==> config.mk <==
export PLATFORM = sky130hd
export DESIGN_NAME = adc_input_channel_select
export DESIGN_NICKNAME = d
export VERILOG_FILES = /design/src/chsel_pkg.sv /design/src/group_route.sv /design/src/zero_route.sv /design/src/adc_input_channel_select.sv
export SDC_FILE = /design/constraint.sdc
export NUM_CORES = 1
export LEC_CHECK = 0
export BUFFER_PORTS_ARGS = -buffer_cell sky130_fd_sc_hd__buf_2
export CAP_MARGIN = 20
export CORE_MARGIN = 4
export CORE_UTILIZATION = 40
export CTS_BUF_LIST = sky130_fd_sc_hd__clkbuf_4 sky130_fd_sc_hd__clkbuf_8
export DETAILED_ROUTE_END_ITERATION = 8
export GPL_TIMING_DRIVEN = 0
export PLACE_DENSITY = 0.73
export SLEW_MARGIN = 20
export SYNTH_ARGS = -nofsm -noshare
export SYNTH_HDL_FRONTEND = slang
export SYNTH_HIERARCHICAL = 1
export SYNTH_SLANG_ARGS = --single-unit
==> constraint.sdc <==
create_clock -name MCLK -period 2.1 [get_ports MCLK]
set_input_delay 0.63 -clock MCLK [delete_from_list [all_inputs] [get_ports MCLK]]
set_output_delay 0.63 -clock MCLK [all_outputs]
set_load 0.005 [all_outputs]
==> src/chsel_pkg.sv <==
// package: register map, field layout and select encodings for input selection
package chsel_pkg;

	// register byte addresses on the bus
	localparam logic [3:0] ADDR_GROUP_SEL = 4'h0;
	localparam logic [3:0] ADDR_ZERO_SEL  = 4'h4;
	localparam logic [3:0] ADDR_CTRL      = 4'h8;

	// field positions of the group and control registers
	localparam int POS_NEG_B  = 9;
	localparam int POS_POS_B  = 8;
	localparam int POS_NEG_A  = 1;
	localparam int POS_POS_A  = 0;
	localparam int POS_TWELVE = 0;
	localparam int POS_OPAMP  = 1;

	// writable masks and reset values
	localparam logic [15:0] MASK_GROUP = 16'h0707;
	localparam logic [15:0] MASK_ZERO  = 16'h001F;
	localparam logic [15:0] MASK_CTRL  = 16'h000F;
	localparam logic [15:0] RST_GROUP  = 16'h0000;
	localparam logic [15:0] RST_ZERO   = 16'h0000;
	localparam logic [15:0] RST_CTRL   = 16'h0000;

	// routed source codes toward the analog switches
	localparam logic [4:0] SRC_AN0      = 5'h00;
	localparam logic [4:0] SRC_AN_LAST  = 5'h0F;
	localparam logic [4:0] SRC_AMP1     = 5'h11;
	localparam logic [4:0] SRC_AMP2     = 5'h12;
	localparam logic [4:0] SRC_AMP3     = 5'h13;
	localparam logic [4:0] SRC_VREFL    = 5'h14;
	localparam logic [4:0] SRC_TEMP     = 5'h1E;
	localparam logic [4:0] SRC_OPEN     = 5'h1F;

	// channel zero selection codes
	localparam logic [4:0] CODE_AMP1 = 5'h18;
	localparam logic [4:0] CODE_AMP2 = 5'h19;
	localparam logic [4:0] CODE_AMP3 = 5'h1A;
	localparam logic [4:0] CODE_TEMP = 5'h1E;
	localparam logic [4:0] CODE_OPEN = 5'h1F;

	// negative select codes
	localparam logic [1:0] NEG_HIGH = 2'h3;
	localparam logic [1:0] NEG_MID  = 2'h2;

	// source selections for channels 1..3 of one multiplexer
	typedef struct packed {
		logic [4:0] ch1;
		logic [4:0] ch2;
		logic [4:0] ch3;
	} group_src_s;

	// bus request bundle
	typedef struct packed {
		logic        cyc;
		logic        stb;
		logic        we;
		logic [3:0]  adr;
		logic [1:0]  sel;
		logic [15:0] dat;
	} wb_req_s;

endpackage : chsel_pkg

==> src/group_route.sv <==
// one channel 1..3 multiplexer route: negative and positive selects to source codes
`timescale 1ns/1ps
module group_route (
	input  wire logic                  twelve,
	input  wire logic [2:0]            amp_on,
	input  wire logic [1:0]            neg_sel,
	input  wire logic                  pos_sel,
	output chsel_pkg::group_src_s      neg_src,
	output chsel_pkg::group_src_s      pos_src
);
	import chsel_pkg::*;

	// combined sources pick the amplifier when its op-amp mode bit is set
	function automatic logic [4:0] combo(input logic on, input logic [4:0] amp,
		input logic [4:0] pin);
		combo = on ? amp : pin;
	endfunction : combo

	// negative and positive decode; twelve-bit mode forces the field as zero
	always_comb begin
		neg_src = '{SRC_VREFL, SRC_VREFL, SRC_VREFL};
		pos_src = '{combo(amp_on[1], SRC_AMP2, 5'h00), 5'h01, 5'h02};
		if (!twelve) begin
			if (neg_sel == NEG_HIGH) begin
				neg_src = '{5'h09, 5'h0A, 5'h0B};
			end else if (neg_sel == NEG_MID) begin
				neg_src = '{combo(amp_on[2], SRC_AMP3, 5'h06), 5'h07, 5'h08};
			end
			if (pos_sel) begin
				pos_src = '{combo(amp_on[0], SRC_AMP1, 5'h03),
					combo(amp_on[1], SRC_AMP2, 5'h00),
					combo(amp_on[2], SRC_AMP3, 5'h06)};
			end
		end
	end

endmodule : group_route

==> src/zero_route.sv <==
// channel zero positive decode onto source codes
`timescale 1ns/1ps
module zero_route (
	input  wire logic [2:0] amp_on,
	input  wire logic [4:0] code,
	output logic      [4:0] src
);
	import chsel_pkg::*;

	// reserved codes fall back to open, the safest analog state
	always_comb begin
		src = SRC_OPEN;
		if (code <= SRC_AN_LAST) begin
			src = code;
		end else if (code == CODE_AMP1) begin
			src = amp_on[0] ? SRC_AMP1 : 5'h03;
		end else if (code == CODE_AMP2) begin
			src = amp_on[1] ? SRC_AMP2 : 5'h00;
		end else if (code == CODE_AMP3) begin
			src = amp_on[2] ? SRC_AMP3 : 5'h06;
		end else if (code == CODE_TEMP) begin
			src = SRC_TEMP;
		end
	end

endmodule : zero_route

==> src/adc_input_channel_select.sv <==
// top: wishbone register file and input routing for the converter sample channels
//
// Design decisions made here: the register addresses and the Wishbone interface to the registers.
`timescale 1ns/1ps
module adc_input_channel_select (
	input  wire logic                  MCLK,
	input  wire logic                  RST_B,
	input  wire logic                  WB_CYC_I,
	input  wire logic                  WB_STB_I,
	input  wire logic                  WB_WE_I,
	input  wire logic [3:0]            WB_ADR_I,
	input  wire logic [1:0]            WB_SEL_I,
	input  wire logic [15:0]           WB_DAT_I,
	output logic      [15:0]           WB_DAT_O,
	output logic                       WB_ACK_O,
	output chsel_pkg::group_src_s      NEG_A_SRC,
	output chsel_pkg::group_src_s      POS_A_SRC,
	output chsel_pkg::group_src_s      NEG_B_SRC,
	output chsel_pkg::group_src_s      POS_B_SRC,
	output logic      [4:0]            ZERO_SRC
);
	import chsel_pkg::*;

	wb_req_s     req;
	logic [15:0] group_r;
	logic [15:0] zero_r;
	logic [15:0] ctrl_r;
	logic        ack_r;
	logic [15:0] rd_nxt;
	logic [15:0] lane;
	logic        hit;
	logic        wr_go;
	logic        twelve;
	logic [2:0]  amp_on;
	group_src_s  na;
	group_src_s  pa;
	group_src_s  nb;
	group_src_s  pb;
	logic [4:0]  zs;

	////////////////////////////////////////////////////////////////////////////////
	// bus decode

	// bundle the request so the decode reads one place
	assign req  = '{WB_CYC_I, WB_STB_I, WB_WE_I, WB_ADR_I, WB_SEL_I, WB_DAT_I};
	assign hit  = req.cyc && req.stb && !ack_r;
	// the master still holds the request at the ack edge, so the write lands there
	assign wr_go = ack_r && req.cyc && req.stb && req.we;
	assign lane = {{8{req.sel[1]}}, {8{req.sel[0]}}};

	// one wait-free ack, dropped the cycle after so back-to-back strobes still pair
	always_ff @(posedge MCLK or negedge RST_B) begin
		if (!RST_B) begin
			ack_r <= 1'b0;
		end else begin
			ack_r <= hit;
		end
	end
	assign WB_ACK_O = ack_r;

	// writes land at the ack edge; unmapped addresses are acked and ignored
	always_ff @(posedge MCLK or negedge RST_B) begin
		if (!RST_B) begin
			group_r <= RST_GROUP;
			zero_r  <= RST_ZERO;
			ctrl_r  <= RST_CTRL;
		end else if (wr_go) begin
			if (req.adr == ADDR_GROUP_SEL) begin
				group_r <= (group_r & ~lane) | (req.dat & lane & MASK_GROUP);
			end
			if (req.adr == ADDR_ZERO_SEL) begin
				zero_r <= (zero_r & ~lane) | (req.dat & lane & MASK_ZERO);
			end
			if (req.adr == ADDR_CTRL) begin
				ctrl_r <= (ctrl_r & ~lane) | (req.dat & lane & MASK_CTRL);
			end
		end
	end

	assign twelve = ctrl_r[POS_TWELVE];
	assign amp_on = ctrl_r[POS_OPAMP +: 3];

	// read mux; group fields above bit 0 vanish in twelve-bit mode
	always_comb begin
		rd_nxt = 16'h0000;
		unique case (req.adr)
			ADDR_GROUP_SEL: rd_nxt = twelve ? (group_r & 16'h0001) : group_r;
			ADDR_ZERO_SEL:  rd_nxt = zero_r;
			ADDR_CTRL:      rd_nxt = ctrl_r;
			default:        rd_nxt = 16'h0000;
		endcase
	end

	// read data registered with the ack
	always_ff @(posedge MCLK or negedge RST_B) begin
		if (!RST_B) begin
			WB_DAT_O <= 16'h0000;
		end else if (hit) begin
			WB_DAT_O <= rd_nxt;
		end
	end

	////////////////////////////////////////////////////////////////////////////////
	// routing

	group_route u_mux_a (
		.twelve  (twelve),
		.amp_on  (amp_on),
		.neg_sel (group_r[POS_NEG_A +: 2]),
		.pos_sel (1'b0),
		.neg_src (na),
		.pos_src (pa)
	);

	group_route u_mux_b (
		.twelve  (twelve),
		.amp_on  (amp_on),
		.neg_sel (group_r[POS_NEG_B +: 2]),
		.pos_sel (group_r[POS_POS_B]),
		.neg_src (nb),
		.pos_src (pb)
	);

	zero_route u_zero (
		.amp_on (amp_on),
		.code   (zero_r[4:0]),
		.src    (zs)
	);

	// selects go out registered so the switches never see decode glitches
	always_ff @(posedge MCLK or negedge RST_B) begin
		if (!RST_B) begin
			NEG_A_SRC <= '{SRC_VREFL, SRC_VREFL, SRC_VREFL};
			POS_A_SRC <= '{SRC_AN0, 5'h01, 5'h02};
			NEG_B_SRC <= '{SRC_VREFL, SRC_VREFL, SRC_VREFL};
			POS_B_SRC <= '{SRC_AN0, 5'h01, 5'h02};
			ZERO_SRC  <= SRC_AN0;
		end else begin
			NEG_A_SRC <= na;
			POS_A_SRC <= pa;
			NEG_B_SRC <= nb;
			POS_B_SRC <= pb;
			ZERO_SRC  <= zs;
		end
	end

	////////////////////////////////////////////////////////////////////////////////
	// assertions

	AST_GROUP_HIGH_ZERO: assert property (@(posedge MCLK) disable iff (!RST_B)
		(group_r[15:11] == 5'h00)) else $error("group high bits set");

	AST_GROUP_MID_ZERO: assert property (@(posedge MCLK) disable iff (!RST_B)
		(group_r[7:3] == 5'h00)) else $error("group middle bits set");

	AST_TWELVE_READ: assert property (@(posedge MCLK) disable iff (!RST_B)
		(hit && !req.we && req.adr == ADDR_GROUP_SEL && twelve)
		|=> (WB_DAT_O[10:1] == 10'h000 && WB_ACK_O)) else $error("twelve-bit read not zero");

	AST_NEG_B_HIGH: assert property (@(posedge MCLK) disable iff (!RST_B)
		(!twelve && group_r[10:9] == NEG_HIGH) |=> (NEG_B_SRC.ch3 == 5'h0B))
		else $error("b negative high wrong");

	AST_NEG_A_LOW: assert property (@(posedge MCLK) disable iff (!RST_B)
		(group_r[2] == 1'b0) |=> (NEG_A_SRC.ch1 == SRC_VREFL))
		else $error("a negative low not reference");

	AST_POS_B_SET: assert property (@(posedge MCLK) disable iff (!RST_B)
		(!twelve && group_r[8] && !amp_on[0]) |=> (POS_B_SRC.ch1 == 5'h03))
		else $error("b positive set wrong");

	AST_AMP_ROUTE: assert property (@(posedge MCLK) disable iff (!RST_B)
		(zero_r[4:0] == CODE_AMP3 && amp_on[2]) |=> (ZERO_SRC == SRC_AMP3))
		else $error("amplifier not routed");

	AST_ZERO_PIN: assert property (@(posedge MCLK) disable iff (!RST_B)
		(zero_r[4] == 1'b0) |=> (ZERO_SRC == $past(zero_r[4:0])))
		else $error("channel zero pin wrong");

	AST_ZERO_TEMP: assert property (@(posedge MCLK) disable iff (!RST_B)
		(zero_r[4:0] == CODE_TEMP) |=> (ZERO_SRC == SRC_TEMP))
		else $error("temperature not routed");

	AST_ZERO_OPEN: assert property (@(posedge MCLK) disable iff (!RST_B)
		(zero_r[4:0] == CODE_OPEN) |=> (ZERO_SRC == SRC_OPEN))
		else $error("channel zero not open");

	AST_ACK_ONE: assert property (@(posedge MCLK) disable iff (!RST_B)
		WB_ACK_O |=> !WB_ACK_O) else $error("ack held two cycles");

	////////////////////////////////////////////////////////////////////////////////
	// assertions: bus side
	// every take answers one cycle later, and nothing else answers

	AST_ACK_AFTER_TAKE: assert property (@(posedge MCLK) disable iff (!RST_B)
		hit |=> WB_ACK_O)
		else $error("take without ack");

	AST_NO_ACK_IDLE: assert property (@(posedge MCLK) disable iff (!RST_B)
		!hit |=> !WB_ACK_O)
		else $error("ack without take");

	AST_DAT_HOLD: assert property (@(posedge MCLK) disable iff (!RST_B)
		!hit |=> $stable(WB_DAT_O))
		else $error("read data moved without take");

	// write landing and masking; a partial lane write is left to the bench
	AST_WRITE_GROUP: assert property (@(posedge MCLK) disable iff (!RST_B)
		(wr_go && req.adr == ADDR_GROUP_SEL && req.sel == 2'h3)
		|=> (group_r == ($past(req.dat) & MASK_GROUP)))
		else $error("group write wrong");

	AST_WRITE_ZERO: assert property (@(posedge MCLK) disable iff (!RST_B)
		(wr_go && req.adr == ADDR_ZERO_SEL && req.sel == 2'h3)
		|=> (zero_r == ($past(req.dat) & MASK_ZERO)))
		else $error("zero write wrong");

	AST_WRITE_CTRL: assert property (@(posedge MCLK) disable iff (!RST_B)
		(wr_go && req.adr == ADDR_CTRL && req.sel == 2'h3)
		|=> (ctrl_r == ($past(req.dat) & MASK_CTRL)))
		else $error("control write wrong");

	AST_STABLE_GROUP: assert property (@(posedge MCLK) disable iff (!RST_B)
		!wr_go |=> $stable(group_r))
		else $error("group changed without write");

	AST_STABLE_ZERO: assert property (@(posedge MCLK) disable iff (!RST_B)
		!wr_go |=> $stable(zero_r))
		else $error("zero changed without write");

	AST_STABLE_CTRL: assert property (@(posedge MCLK) disable iff (!RST_B)
		!wr_go |=> $stable(ctrl_r))
		else $error("control changed without write");

	AST_ZERO_HIGH_ZERO: assert property (@(posedge MCLK) disable iff (!RST_B)
		(zero_r[15:5] == 11'h000))
		else $error("zero high bits set");

	AST_CTRL_HIGH_ZERO: assert property (@(posedge MCLK) disable iff (!RST_B)
		(ctrl_r[15:4] == 12'h000))
		else $error("control high bits set");

	// read data follows the register sampled at the take edge
	AST_READ_GROUP: assert property (@(posedge MCLK) disable iff (!RST_B)
		(hit && req.adr == ADDR_GROUP_SEL && !twelve) |=> (WB_DAT_O == $past(group_r)))
		else $error("group read wrong");

	AST_READ_HIGH_ZERO: assert property (@(posedge MCLK) disable iff (!RST_B)
		(hit && req.adr == ADDR_GROUP_SEL) |=> (WB_DAT_O[15:11] == 5'h00))
		else $error("group read high bits set");

	AST_READ_MID_ZERO: assert property (@(posedge MCLK) disable iff (!RST_B)
		(hit && req.adr == ADDR_GROUP_SEL) |=> (WB_DAT_O[7:3] == 5'h00))
		else $error("group read middle bits set");

	AST_READ_ZERO: assert property (@(posedge MCLK) disable iff (!RST_B)
		(hit && req.adr == ADDR_ZERO_SEL) |=> (WB_DAT_O == $past(zero_r)))
		else $error("zero read wrong");

	AST_READ_CTRL: assert property (@(posedge MCLK) disable iff (!RST_B)
		(hit && req.adr == ADDR_CTRL) |=> (WB_DAT_O == $past(ctrl_r)))
		else $error("control read wrong");

	AST_READ_UNMAPPED: assert property (@(posedge MCLK) disable iff (!RST_B)
		(hit && req.adr != ADDR_GROUP_SEL && req.adr != ADDR_ZERO_SEL && req.adr != ADDR_CTRL)
		|=> (WB_DAT_O == 16'h0000))
		else $error("unmapped read not zero");

	////////////////////////////////////////////////////////////////////////////////
	// assertions: routing side
	// each route lags its register by one cycle, so every check but AST_POS_A_FIXED and AST_ZERO_LEGAL looks one edge on

	AST_NEG_B_MID: assert property (@(posedge MCLK) disable iff (!RST_B)
		(!twelve && group_r[10:9] == NEG_MID)
		|=> (NEG_B_SRC.ch2 == 5'h07 && NEG_B_SRC.ch3 == 5'h08))
		else $error("b negative mid wrong");

	AST_NEG_B_LOW: assert property (@(posedge MCLK) disable iff (!RST_B)
		(group_r[10] == 1'b0) |=> (NEG_B_SRC.ch1 == SRC_VREFL
		&& NEG_B_SRC.ch2 == SRC_VREFL && NEG_B_SRC.ch3 == SRC_VREFL))
		else $error("b negative low not reference");

	AST_NEG_B_AMP: assert property (@(posedge MCLK) disable iff (!RST_B)
		(!twelve && group_r[10:9] == NEG_MID && amp_on[2]) |=> (NEG_B_SRC.ch1 == SRC_AMP3))
		else $error("b negative amplifier not routed");

	AST_NEG_B_PIN: assert property (@(posedge MCLK) disable iff (!RST_B)
		(!twelve && group_r[10:9] == NEG_MID && !amp_on[2]) |=> (NEG_B_SRC.ch1 == 5'h06))
		else $error("b negative pin not routed");

	AST_NEG_A_HIGH: assert property (@(posedge MCLK) disable iff (!RST_B)
		(!twelve && group_r[2:1] == NEG_HIGH) |=> (NEG_A_SRC.ch1 == 5'h09
		&& NEG_A_SRC.ch2 == 5'h0A && NEG_A_SRC.ch3 == 5'h0B))
		else $error("a negative high wrong");

	AST_NEG_A_MID: assert property (@(posedge MCLK) disable iff (!RST_B)
		(!twelve && group_r[2:1] == NEG_MID)
		|=> (NEG_A_SRC.ch2 == 5'h07 && NEG_A_SRC.ch3 == 5'h08))
		else $error("a negative mid wrong");

	AST_NEG_A_AMP: assert property (@(posedge MCLK) disable iff (!RST_B)
		(!twelve && group_r[2:1] == NEG_MID && amp_on[2]) |=> (NEG_A_SRC.ch1 == SRC_AMP3))
		else $error("a negative amplifier not routed");

	AST_POS_B_CLEAR: assert property (@(posedge MCLK) disable iff (!RST_B)
		(!group_r[8] || twelve) |=> (POS_B_SRC.ch2 == 5'h01 && POS_B_SRC.ch3 == 5'h02))
		else $error("b positive clear wrong");

	AST_POS_B_CLEAR_AMP: assert property (@(posedge MCLK) disable iff (!RST_B)
		((!group_r[8] || twelve) && amp_on[1]) |=> (POS_B_SRC.ch1 == SRC_AMP2))
		else $error("b positive clear amplifier not routed");

	AST_POS_B_SET_AMP: assert property (@(posedge MCLK) disable iff (!RST_B)
		(!twelve && group_r[8] && amp_on[1] && amp_on[2])
		|=> (POS_B_SRC.ch2 == SRC_AMP2 && POS_B_SRC.ch3 == SRC_AMP3))
		else $error("b positive set amplifiers not routed");

	AST_POS_A_FIXED: assert property (@(posedge MCLK) disable iff (!RST_B)
		(POS_A_SRC.ch2 == 5'h01 && POS_A_SRC.ch3 == 5'h02))
		else $error("a positive moved");

	AST_POS_A_AMP: assert property (@(posedge MCLK) disable iff (!RST_B)
		amp_on[1] |=> (POS_A_SRC.ch1 == SRC_AMP2))
		else $error("a positive amplifier not routed");

	// twelve-bit mode routes as if every group field were zero
	AST_TWELVE_NEG: assert property (@(posedge MCLK) disable iff (!RST_B)
		twelve |=> (NEG_A_SRC.ch1 == SRC_VREFL && NEG_B_SRC.ch1 == SRC_VREFL))
		else $error("twelve-bit negative not reference");

	AST_TWELVE_POS: assert property (@(posedge MCLK) disable iff (!RST_B)
		twelve |=> (POS_B_SRC.ch2 == 5'h01 && POS_B_SRC.ch3 == 5'h02))
		else $error("twelve-bit positive not clear");

	AST_ZERO_AMP1: assert property (@(posedge MCLK) disable iff (!RST_B)
		(zero_r[4:0] == CODE_AMP1 && amp_on[0]) |=> (ZERO_SRC == SRC_AMP1))
		else $error("channel zero amplifier one wrong");

	AST_ZERO_AMP1_PIN: assert property (@(posedge MCLK) disable iff (!RST_B)
		(zero_r[4:0] == CODE_AMP1 && !amp_on[0]) |=> (ZERO_SRC == 5'h03))
		else $error("channel zero pin three wrong");

	AST_ZERO_AMP2: assert property (@(posedge MCLK) disable iff (!RST_B)
		(zero_r[4:0] == CODE_AMP2 && amp_on[1]) |=> (ZERO_SRC == SRC_AMP2))
		else $error("channel zero amplifier two wrong");

	AST_ZERO_AMP2_PIN: assert property (@(posedge MCLK) disable iff (!RST_B)
		(zero_r[4:0] == CODE_AMP2 && !amp_on[1]) |=> (ZERO_SRC == 5'h00))
		else $error("channel zero pin zero wrong");

	AST_ZERO_AMP3_PIN: assert property (@(posedge MCLK) disable iff (!RST_B)
		(zero_r[4:0] == CODE_AMP3 && !amp_on[2]) |=> (ZERO_SRC == 5'h06))
		else $error("channel zero pin six wrong");

	// no legal code may ever put a reference or unknown source on channel zero
	AST_ZERO_LEGAL: assert property (@(posedge MCLK) disable iff (!RST_B)
		((ZERO_SRC <= SRC_AMP3 && ZERO_SRC != 5'h10) || ZERO_SRC >= SRC_TEMP))
		else $error("channel zero source illegal");

	AST_ZERO_STABLE: assert property (@(posedge MCLK) disable iff (!RST_B)
		($stable(zero_r) && $stable(ctrl_r)) |=> $stable(ZERO_SRC))
		else $error("channel zero moved without a write");

endmodule : adc_input_channel_select

# Word-level counts from Yosys, hierarchy flattened
# Cells that the tools add are included.
[totals]
in_bits = 27
ram_bits = 0
romBits = 0
mem_count = 0
latch_bits = 0
ff_bits = 120
[classes]
n_mux = 18
n_mul = 0
div = 0
reduce_logical = 10
n_eq_ne = 10
n_lt_le_gt_ge = 1
n_bitwise = 8
shifts = 0
add_sub_neg = 0
[ops]
columns = ["cell", "count"]
rows = [
  ["$mux 15", 8],
  ["$and 16x16->16", 3],
  ["$pmux 16 s3", 1],
  ["$mux 5", 7],
  ["$eq 5x5->1 const B", 4],
  ["$mux 16", 1],
  ["$not 16->16", 1],
  ["$or 16x11->16", 1],
  ["$or 16x4->16", 1],
  ["$or 16x5->16", 1],
  ["$and 11x11->11", 1],
  ["$eq 2x2->1 const B", 4],
  ["$reduce_and 2->1", 3],
  ["$le 5x4->1 const B", 1],
  ["$logic_and 1x1->1", 5],
  ["$eq 4x3->1 const B", 1],
  ["$eq 4x4->1 const B", 1],
  ["$logic_not 4->1", 1],
  ["$logic_not 1->1", 1],
  ["$mux 1", 1],
]

# Depth between registers and ports, before layout
# Gate-level depths: netlist of run 1.
[depth]
ltp_word = 6
depth_mapped = 6
mapped_depth_nobuf = 3

# By module
# Netlist of run 1, hierarchy kept.
[by_module_without_submodules]
columns = ["module", "seq_area_each_um2", "n_inst", "cells_per_inst", "area_per_inst_um2"]
rows = [
  ["adc_input_channel_select", 3273.1, 1, 286, 4508.1],
  ["group_route", 0.0, 2, 35, 232.7],
  ["zero_route", 0.0, 1, 22, 148.9],
]

# Worst setup path after synthesis of run 1
# Ideal clock, no wire load.
[synth_timing]
path_type = "input -> register"
from = "input port WB_ADR_I[3]"
to = "register WB_DAT_O[14]"
arrival_ns = 1.753
cell_stages = 6
path_buffers = 3
required_time_ns = 2.033
slack_ns = 0.281
setup_time_ns = 0.067
path_cell_list = "buf_6 or4_4 buf_6 buf_12 o211ai_2 a22o_1"
[synth_between]
elab_chain_cells = 2
[synth_lines]
columns = ["element", "line_no", "source"]
rows = [
  ["start: declaration", "adc_input_channel_select.sv:11", "input wire logic [3:0] WB_ADR_I,"],
  ["$eq 4x4->1, or another cell as far along", "adc_input_channel_select.sv:86", "unique case (req.adr)"],
  ["$pmux 16 s3 (*)", "adc_input_channel_select.sv:86", ""],
  ["end signal: assignment", "adc_input_channel_select.sv:99", "WB_DAT_O <= rd_nxt;"],
  ["end: declaration", "adc_input_channel_select.sv:14", "output logic [15:0] WB_DAT_O,"],
]
# Every way passes the cells marked *; elsewhere a longest branch is shown, timed or not.
# A chain may end at the register's enable or synchronous reset.

# Worst setup path after layout of run 1
[layout_timing]
from = "register ack_r, in the netlist WB_ACK_O"
to = "register WB_DAT_O[11]"
[layout_between]
elab_chain_cells = 2
[layout_lines]
columns = ["element", "line_no", "source"]
rows = [
  ["start: declaration", "adc_input_channel_select.sv:28", "logic ack_r;"],
  ["start signal: assignment", "adc_input_channel_select.sv:56", "ack_r <= hit;"],
  ["$logic_not 1->1", "adc_input_channel_select.sv:46", "assign hit = req.cyc && req.stb && !ack_r;"],
  ["$logic_and 1x1->1", "adc_input_channel_select.sv:46", ""],
]
# No other way between the ends.

==> key figures, run 1 <==
Power
  – Clock Power Share: 44.6%
  – Internal power: 4014 uW
  – Leak pwr: 0.003222 uW
  – Sw Share: 20.85%
  – Power Density: 801.0 mW/mm^2
  – Sw Pwr: 1057 uW
  – Combinational share of power: 4.7%
  – Max VDD drop: 0.2691 mV
  – Sequential share of power: 50.7%

Drt
  – Vias per cell: 4.614
  – Routed wire length: 10.36 mm
  – Drt pass-1 iters: 4
  – Via count: 3179
  – Initial drt markers: 141
  – Post-route antenna net violation count: 0
  – Post-route DRC: 0
  – Mean routed wirelength per cell: 15.03 um

Floorplan
  – Die height: 121.2 um
  – Ports: 109
  – Chip width: 121.2 um
  – Die ar.: 0.01468 sq mm
  – Initial Util: 40.76%
  – Core Box Area: 0.01257 sq mm
  – Num rows: 41

Critical path
  – Max FO, Critical Path: 10
  – Startpoint types: flip-flop
  – Crit Path Class: flip-flop to flip-flop
  – Critical path endpoint category: flip-flop
  – CP Cell Sequence: nand3b_4 -> a2111oi_4 -> buf_2 -> a22o_1
  – CP required: 2.45 ns
  – Critical path's slowest cell: a2111oi_4
  – Worst Path Arrival: 2.24 ns
  – Max stage delay on crit path: 0.62 ns

Cells and area
  – Fillers: 1099
  – Antenna Cells: 0
  – Post-route cell area: 0.006331 sq mm
  – Final non-filler cell total: 689
  – Area grow syn2layout: 23.60%
  – Area of the multi-input gates: 0.001521 sq mm
  – Final Util: 50.37%
  – Layout cells sized above 1: 43.13%
  – Register area: 0.003273 sq mm
  – Post-layout nets: 531

STA
  – Hold slack: 0.1722 ns
  – Final Slew Violations: 0
  – RSZ-0062 raised after global routing: no
  – Final hold vios: 0
  – Slew HR: 61.68%
  – Crit share post-route: 89.56%
  – Min Tclk post-route: 1.881 ns
  – Worst Tran Pin Value: 0.5748 ns
  – Peak Freq: 531.7 MHz
  – Final setup vio count: 0
  – Clock skew: 0.01205 ns

CTS
  – CTS hold repair buffers: 0
  – CTS tree: built
  – # H-tree levels: 4
  – Post-cts sizing count: 0
  – Clk_lat worst skew: 0.42 ns
  – Clk pin slew, worst setup/hold paths: 0.08 ns
  – CTS Buffer Depth: 2
  – CTS root buffer: clkbuf_8
  – Clock sink total: 130
  – CTS buffer count: 17
  – Setup Fix Bufs, Post-CTS: 0

Yosys
  – Synth Area per Inst: 13.55 sq um
  – #FFs+latches synth: 130
  – Yosys warnings: 6
  – Synth Instances: 378
  – Distinct cells, synth: 45
  – Seq/Total Area, Yosys: 63.90%
  – Area of the mapped netlist: 0.005122 sq mm

GRT
  – Vias in the first global route: 3307
  – Total global-route track usage: 15.06%
  – Gr ovfl total: 0
  – Initial antenna violation count: 0
  – First-pass GRT wire length: 16.86 mm
  – Largest net degree at the start of global routing: 71

Outcome
  – Status: finished, final reports clean

Placed design
  – Placed Cells incl. Taps: 657
  – Buffers on Ports: 98
  – Placed Area: 0.005892 sq mm
  – Post-DP HPWL: 7.061 mm
  – GP Congestion: 0.7871

Run
  – Max Cap Viol: 0

Min path
  – Hold Crit Class: input pin to asynchronous set/reset pin
-- critical path: cells and delay by family, from the launching register on --
family	cells	cell delay, ns
flip-flops	1	0.41
AO/OA/AOI/OAI	2	0.79
AND/OR/NAND/NOR	1	0.26
buffers and inverters	1	0.35
-- logic make-up after synthesis --
family	share of synthesized area [%]
AO/OA/AOI/OAI	8.525
buffers and inverters	6.986
flip-flops	63.90
multiplexers	4.275
other	0.3664
AND/OR/NAND/NOR	15.95
-- Yosys cell counts (all sizes together) --
library cell	number	area share [%]
a21oi	2	0.20
nor2	14	1.0
mux2i	2	0.39
a32o	1	0.22
nor4	1	0.12
dfrtp	114	56
and4	1	0.17
a2111oi	1	0.54
mux2	17	3.9
a22o	16	2.7
o21a	2	0.29
or4	1	0.22
o21ai	5	0.49
nand2b	18	2.5
and2	35	4.4
conb	5	0.37
and3b	1	0.17
a21boi	2	0.37
nand4	4	0.49
o211ai	15	3.2
clkbuf	7	0.51
a221o	1	0.20
and4bb	2	0.49
clkinvlp	1	0.098
nand3	5	0.49
inv	11	0.81
nor2b	5	0.90
dfstp	16	8.2
a21o	1	0.15
buf	37	5.6
a31o	1	0.17
nand3b	31	4.8
nand2	3	0.22
-- power by group through the flow --
stage,clock (uW),sequential (uW),combinational [uW]
finish,2260,2570,238
global route,2430,2570,268
CTS,2320,2570,242
detailed placement,0,2620,241
global placement,0,2620,230
floorplan,0,2620,104
-- routing by layer --
layer  share of wire (%)  global-route usage [%]  wire length [um]
met5                   0                       0                 0
met4                 1.4                   5.392               143
met3                 6.8                   3.776               706
met2                  48                   23.90              4978
met1                  44                   20.18              4529
-- cell type report --
type	instances	area share (%)
multi-input combinational	200	24.03
inverter	12	0.7312
buffer	44	4.921
tap	172	3.399
clock inverter	3	1.028
sequential	130	51.70
clock buffer	29	5.909
timing repair buffer	99	8.281
-- worst paths after layout --
kind,slack [ns],depth (start not counted),start,end
worst max-delay path,0.22,4,WB_ACK_O,WB_DAT_O[11]
worst min-delay path,0.17,1,RST_B,NEG_B_SRC[1]
worst max register to register,0.22,4,WB_ACK_O,WB_DAT_O[11]
worst min register to register,0.48,1,ctrl_r[10],ctrl_r[10]
max in group asynchronous,1.21,2,RST_B,NEG_B_SRC[2]
min in group MCLK,0.44,2,WB_DAT_I[9],flip-flop
-- cell usage in the layout, fill, tap and decap left out, types with 3 or more instances in the layout --
cell type	n
a22o_1	16
and2_1	33
buf_2	99
buf_4	30
buf_6	3
clkbuf_1	7
clkbuf_4	4
clkbuf_8	25
conb_1	13
dfrtp_1	114
dfstp_2	16
inv_1	9
mux2_2	15
nand2_1	3
nand2b_1	16
nand3_1	5
nand3b_1	30
nand4_1	4
nor2_1	14
nor2b_1	3
o211ai_1	5
o211ai_2	10
o21ai_0	5
-- stage by stage --
stage	total power, uW	setup WS, ns	TNS (ns)
final	5071	0.2191	0
after CTS	5129	0.2252	0
after floorplan	2721	0.2806	0
after detailed placement	2858	-0.1670	-1.026
after global routing	5271	0.1087	0
after global placement	2846	-1.182	-142.37
No activity file was read; power rests on OpenSTA's default activity.
==> inputs of run 2 (changes only) <==
Settings changed: ABC_AREA set to 1, PLACE_DENSITY 0.73 to 0.72.
==> key figures, run 2 <==
Critical path
  – RR Endpoint: group_r[12]
  – Worst Path Arrival: 1.05 ns (-1.19 ns)
  – Critical path endpoint category: output pin
  – End of the critical path: NEG_A_SRC[14]
  – Startpoint types: flip-flop
  – R2R depth: 7 (+3)
  – Critical Path Start: NEG_A_SRC[14]
  – Reg2reg start: WB_ACK_O
  – FF-to-FF setup slack: 0.62 ns (+0.40 ns)
  – CP Cell Sequence: buf_2
  – CP required: 1.47 ns (-0.98 ns)
  – Max FO, Critical Path: 1 (-9)
  – Max stage delay on crit path: 0.53 ns (-0.09 ns)
  – Critical path's slowest cell: dfstp_2
  – Crit Path Class: flip-flop to output pin
  – CP Depth: 1 (-3)
  – Crit path max-delay family: flip-flops
  – Worst path bufs/invs: 1 (unchanged)

Cells and area
  – Commonest non-fill, non-tap cells in the layout: dfrtp_1 (114), nand2_1 (110), buf_2 (103)
  – Antenna Cells: 0 (unchanged)
  – Layout cells sized above 1: 34.75% (-8.4 points)
  – Register area: 0.003273 sq mm (unchanged)
  – Post-layout nets: 696 (+31%)
  – Commonest non-fill, non-tap cell in the layout: dfrtp_1
  – Fillers: 1223 (+11%)
  – Final non-filler cell total: 854 (+24%)
  – Area grow syn2layout: 22.52%
  – Area of the multi-input gates: 0.001413 sq mm (-7.2%)

Floorplan
  – Chip width: 122.6 um (+1.2%)
  – Core Box Area: 0.01272 sq mm (+1.2%)
  – Die ar.: 0.01504 sq mm (+2.4%)
  – Ports: 109 (unchanged)
  – Num rows: 41 (unchanged)
  – Initial Util: 41.32% (+0.56 points)
  – Die height: 122.6 um (+1.2%)

CTS
  – Clk pin slew, worst setup/hold paths: 0.08 ns (about the same)
  – # H-tree levels: 4 (unchanged)
  – Clk_lat worst skew: 0.43 ns (about the same)
  – CTS root buffer: clkbuf_8
  – CTS tree: built
  – Setup Fix Bufs, Post-CTS: 0 (unchanged)
  – Post-cts sizing count: 0 (unchanged)
  – CTS hold repair buffers: 0 (unchanged)
  – CTS Buffer Depth: 2 (unchanged)
  – CTS buffer count: 17 (unchanged)
  – Clock sink total: 130 (unchanged)

STA
  – Hold slack: 0.1762 ns (+0.003953 ns)
  – Final setup vio count: 0 (unchanged)
  – Crit share post-route: 80.11% (-9.5 points)
  – Slew HR: 63.69% (+2.0 points)
  – Min Tclk post-route: 1.682 ns (-0.1986 ns)
  – Final hold vios: 0 (unchanged)
  – Final setup margin: 0.4178 ns (+0.1986 ns)
  – RSZ-0062 raised after global routing: no
  – Peak Freq: 594.5 MHz (+12%)
  – Final Slew Violations: 0 (unchanged)
  – Clock skew: 0.01358 ns (+0.001534 ns)
  – Worst Tran Pin Value: 0.5446 ns (-0.03021 ns)

Yosys
  – Main flop type after synthesis: dfrtp_1
  – Share of synthesized registers carrying an async set or reset: 100.0% (unchanged)
  – Seq/Total Area, Yosys: 62.27% (-1.6 points)
  – Yosys warnings: 6 (unchanged)
  – Xor/xnor share of the synthesized area: 0% (unchanged)
  – Area share of and/or/nand/nor cells after synthesis: 24.28% (+8.3 points)
  – Most frequent cells after synthesis: dfrtp_1 (114), nand2_1 (110), nand3_1 (71)
  – Synth Area in Adders: 0% (unchanged)
  – Compound-Gate Fraction of Synth Area: 1.523% (-7.0 points)
  – Area of the mapped netlist: 0.005256 sq mm (+2.6%)
  – Distinct cells, synth: 26 (-42%)
  – Synth Area per Inst: 9.752 sq um (-28%)
  – Synth Instances: 539 (+43%)
  – EDFF count, synth: 0 (unchanged)
  – Largest family of logic cells by synthesized area: simple AND/OR/NAND/NOR gates
  – #FFs+latches synth: 130 (unchanged)
  – Synth area leaders: dfrtp_1 (54%), dfstp_2 (8.0%), nand2_1 (7.9%)
  – Top cell type's share of synthesized area: 54.27% (-1.4 points)
  – Most frequent cell after synthesis: dfrtp_1
  – Synth area leader: dfrtp_1
  – Post-synthesis mux area share: 0% (-4.3 points)

Drt
  – Mean routed wirelength per cell: 12.54 um (-17%)
  – Post-route antenna net violation count: 0 (unchanged)
  – Post-route DRC: 0 (unchanged)
  – Initial drt markers: 223 (+58%)
  – Via count: 3690 (+16%)
  – Vias per cell: 4.321 (-6.4%)
  – Drt pass-1 iters: 4 (unchanged)
  – Routed wire length: 10.71 mm (+3.4%)

GRT
  – Largest net degree at the start of global routing: 69 (-2.8%)
  – Initial antenna violation count: 1 (+1)
  – First-pass GRT wire length: 17.80 mm (+5.6%)
  – Vias in the first global route: 3791 (+15%)
  – Total global-route track usage: 15.32% (+0.26 points)
  – Gr ovfl total: 0 (unchanged)

Run
  – Max Cap Viol: 0 (unchanged)

Placed design
  – GP Congestion: 0.8457 (+7.4%)
  – Setup WS pre-CTS: 0.2452 ns (+0.4122 ns)
  – Placed Cells incl. Taps: 822 (+25%)
  – Post-DP HPWL: 7.889 mm (+12%)
  – Buffers on Ports: 100 (+2.0%)

Outcome
  – Status: finished, final reports clean

Power
  – Leak pwr: 0.003530 uW (+9.6%)
  – Total power: 5084 uW (+0.26%)
  – Power Density: 789.5 mW/mm^2 (-1.4%)
  – Max VDD drop: 0.3726 mV (+38%)

Min path
  – Hold Crit Class: input pin to asynchronous set/reset pin
-- run 2: cell count changes after synthesis, sizes merged, moves of 5 or more --
cell,before,now
o211ai,15,1
nand2,3,119
nor2b,5,0
nand3,5,78
mux2,17,0
and2,35,0
inv,11,74
nor2,14,74
clkbuf,7,1
nand3b,31,0
nand2b,18,0
a22o,16,0
-- run 2: worst min-delay path by stage --
stage                                       endpoint  slack (ns)
after CTS                 asynchronous set/reset pin        0.16
after global routing                   POS_B_SRC[13]        0.20
final                     asynchronous set/reset pin        0.18
after floorplan                         NEG_A_SRC[0]        0.33
after global placement                   WB_DAT_O[1]        0.46
after detailed placement                WB_DAT_O[10]        0.46
-- run 2: per-layer routing --
metal,part of all wire [%],GRT usage (%)
met4,2.5,7.908
met3,6.6,4.931
met1,43,18.27
met5,0.065,0
met2,48,24.84
-- run 2: per-stage QoR --
| step | cell area, sq um | util (%) | setup TNS (ns) |
|---|---|---|---|
| after detailed placement | 6043 | 47.50 | 0 |
| final | 6440 | 50.62 | 0 |
| after CTS | 6440 | 50.62 | 0 |
| after global placement | 6010 | 47.24 | -135.66 |
| after global routing | 6440 | 50.62 | 0 |
| after floorplan | 5294 | - | 0 |
-- run 2: layout make-up --
| class | count | area share (%) |
|---|---|---|
| Sequential cell | 130 | 50.83 |
| Multi-Input combinational cell | 300 | 21.94 |
| Timing Repair Buffer | 101 | 8.296 |
| Buffer | 42 | 4.915 |
| Inverter | 77 | 4.527 |
| Clock buffer | 19 | 4.061 |
| Tap cell | 172 | 3.342 |
| Clock inverter | 13 | 2.098 |
-- run 2: where the power goes --
group | leakage [uW] | switching [uW] | internal, uW
Sequential | 0.00155 | 45.1 | 2600
Combinational | 0.00177 | 219 | 143
Clock | 0.000202 | 963 | 1110
Total | 0.00353 | 1230 | 3860
-- run 2: kinds of logic after synthesis --
family	after synthesis
buffers and inverters	119
AND/OR/NAND/NOR	272
flip-flops	130
AO/OA/AOI/OAI	13
other	5
==> inputs of run 3 (changes only) <==
Settings changed: PLACE_DENSITY 0.72 to 0.75.
Clock period 2.1 ns to 1.5 ns, I/O delays scaled along.
==> key figures, run 3 (same netlist as run 2, synthesis figures left out) <==
Placed design
  – GP Congestion: 0.8375 (-0.97%)
  – Placed Cells incl. Taps: 822 (unchanged)
  – Placed Area: 0.006043 sq mm (unchanged)
  – Post-DP HPWL: 7.533 mm (-4.5%)
  – Buffers on Ports: 100 (unchanged)

CTS
  – Clk pin slew, worst setup/hold paths: 0.07 ns (about the same)
  – CTS Buffer Depth: 2 (unchanged)
  – Clk_lat worst skew: 0.43 ns (about the same)
  – Clock sink total: 130 (unchanged)
  – CTS tree: built
  – Setup Fix Bufs, Post-CTS: 0 (unchanged)
  – CTS root buffer: clkbuf_8
  – # H-tree levels: 4 (unchanged)
  – CTS buffer count: 17 (unchanged)

Critical path
  – Crit path max-delay family: flip-flops
  – CP Cell Sequence: buf_2
  – Startpoint types: flip-flop
  – Max FO, Critical Path: 1 (unchanged)
  – Crit Path Class: flip-flop to output pin
  – Critical path's slowest cell: dfstp_2
  – Critical path endpoint category: output pin
  – CP required: 1.05 ns (-0.42 ns)
  – Worst Path Arrival: 1.06 ns (about the same)
  – Max stage delay on crit path: 0.53 ns (about the same)
  – Worst path bufs/invs: 1 (unchanged)

Drt
  – Initial drt markers: 213 (-4.5%)
  – Routed wire length: 10.34 mm (-3.4%)
  – Post-route DRC: 0 (unchanged)
  – Drt pass-1 iters: 4 (unchanged)
  – Vias per cell: 4.289 (-0.73%)
  – Top routing layer used: met4
  – Via count: 3676 (-0.38%)
  – Met3 Wirelength: 645 um (-8.1%)
  – Met2 WL: 4.915 mm (-4.6%)
  – Mean routed wirelength per cell: 12.06 um (-3.8%)
  – Post-route antenna net violation count: 0 (unchanged)
  – Post-Route M1 WL: 4.542 mm (-0.68%)

Cells and area
  – Layout cells sized above 1: 34.75% (unchanged)
  – Post-route cell area: 0.006540 sq mm (+1.6%)
  – Commonest non-fill, non-tap cell in the layout: dfrtp_1
  – Final non-filler cell total: 857 (+0.35%)
  – Area grow syn2layout: 24.42%
  – Post-layout nets: 696 (unchanged)
  – Commonest non-fill, non-tap cells in the layout: dfrtp_1 (114), nand2_1 (110), buf_2 (97)

Power
  – Sequential share of power: 50.1% (-1.9 points)
  – Power Density: 1130 mW/mm^2 (+43%)
  – Combinational share of power: 6.9% (-0.2 points)
  – Leak pwr: 0.003561 uW (+0.88%)
  – Internal power: 5674 uW (+47%)
  – Sw Share: 23.26% (-0.88 points)
  – Sw Pwr: 1719 uW (+40%)
  – Total power: 7393 uW (+45%)
  – Max VDD drop: 0.5254 mV (+41%)
  – Clock Power Share: 43.0% (+2.1 points)

STA
  – Final hold vios: 0 (unchanged)
  – Final setup vio count: 4 (+4)
  – Clock skew: 0.006069 ns (-0.007515 ns)
  – Min Tclk post-route: 1.514 ns
  – RSZ-0062 raised after global routing: yes
  – Final Slew Violations: 0 (unchanged)
  – Final setup margin: -0.01364 ns (-0.4314 ns)
  – Setup TNS Final: -0.03453 ns (-0.03453 ns)
  – Crit share post-route: 100.9%
  – Peak Freq: 660.7 MHz

Run
  – Max Cap Viol: 0 (unchanged)

GRT
  – Largest net degree at the start of global routing: 79 (+14%)
  – Initial antenna violation count: 1 (unchanged)
  – Gr ovfl total: 0 (unchanged)
  – First-pass GRT wire length: 16.95 mm (-4.8%)
  – Total global-route track usage: 14.85% (-0.47 points)
  – Vias in the first global route: 3493 (-7.9%)

Floorplan
  – Num rows: 41 (unchanged)
  – Die height: 122.6 um (unchanged)
  – Ports: 109 (unchanged)
  – Core Box Area: 0.01272 sq mm (unchanged)
  – Initial Util: 41.32% (unchanged)
  – Die ar.: 0.01504 sq mm (unchanged)
  – Chip width: 122.6 um (unchanged)

Outcome
  – Status: finished with violations
  – Failing checks: negative setup slack

Min path
  – Hold Crit Class: input pin to flip-flop
run 3: cell type report:
type / count / area [sq um]
fill: 1195 / 6182
clock inverter: 11 / 151.4
multi-input combinational: 300 / 1418
inverter: 77 / 291.5
timing repair buffer: 102 / 581.8
sequential: 130 / 3273
buffer: 41 / 312.8
antenna: 3 / 7.507
clock buffer: 21 / 289.0
tap: 172 / 215.2
run 3: power groups by stage:
| stage | Sequential (uW) | Combinational, uW | Clock (uW) |
|---|---|---|---|
| detailed placement | 3770 | 508 | 0 |
| floorplan | 3770 | 250 | 0 |
| global route | 3720 | 584 | 3430 |
| finish | 3710 | 509 | 3180 |
| global placement | 3770 | 491 | 0 |
| CTS | 3710 | 511 | 3280 |
run 3: worst paths after layout:
check / endpoint / from / slack [ns] / depth (start not counted)
worst max-delay path: NEG_A_SRC[14] / NEG_A_SRC[14] / -0.01 / 1
worst min-delay path: flip-flop / WB_DAT_I[4] / 0.23 / 3
worst max register to register: group_r[6] / WB_ACK_O / 0.15 / 7
worst min register to register: WB_DAT_O[0] / WB_DAT_O[0] / 0.48 / 2
max in group asynchronous: NEG_B_SRC[7] / RST_B / 0.20 / 3
min in group asynchronous: POS_A_SRC[7] / RST_B / 0.54 / 2
run 3: what timing repair did:
action                     4_1_cts  5_1_grt
gates resized for setup          1        6
setup endpoints to repair       17       33
hold buffers                     1        0
hold endpoints to repair        50        0
run 3: per-layer routing:
layer  vias to the layer above  track usage (%)
met5                         -                0
met4                         0            6.858
met3                        17            5.346
met2                        95            23.22
met1                      1697            18.43
li1                       1867                -
run 3: through the flow:
step           utilization, %  worst slack, ns  hold WS, ns
2_1_floorplan               -           0.1911       0.1544
5_1_grt                 51.37         -0.06694       0.2075
4_1_cts                 51.06         -0.06208       0.1921
3_3_place_gp            47.24           -1.664       0.4570
3_5_place_dp            47.50          -0.1266       0.4386
6_report                51.41         -0.01364       0.2252
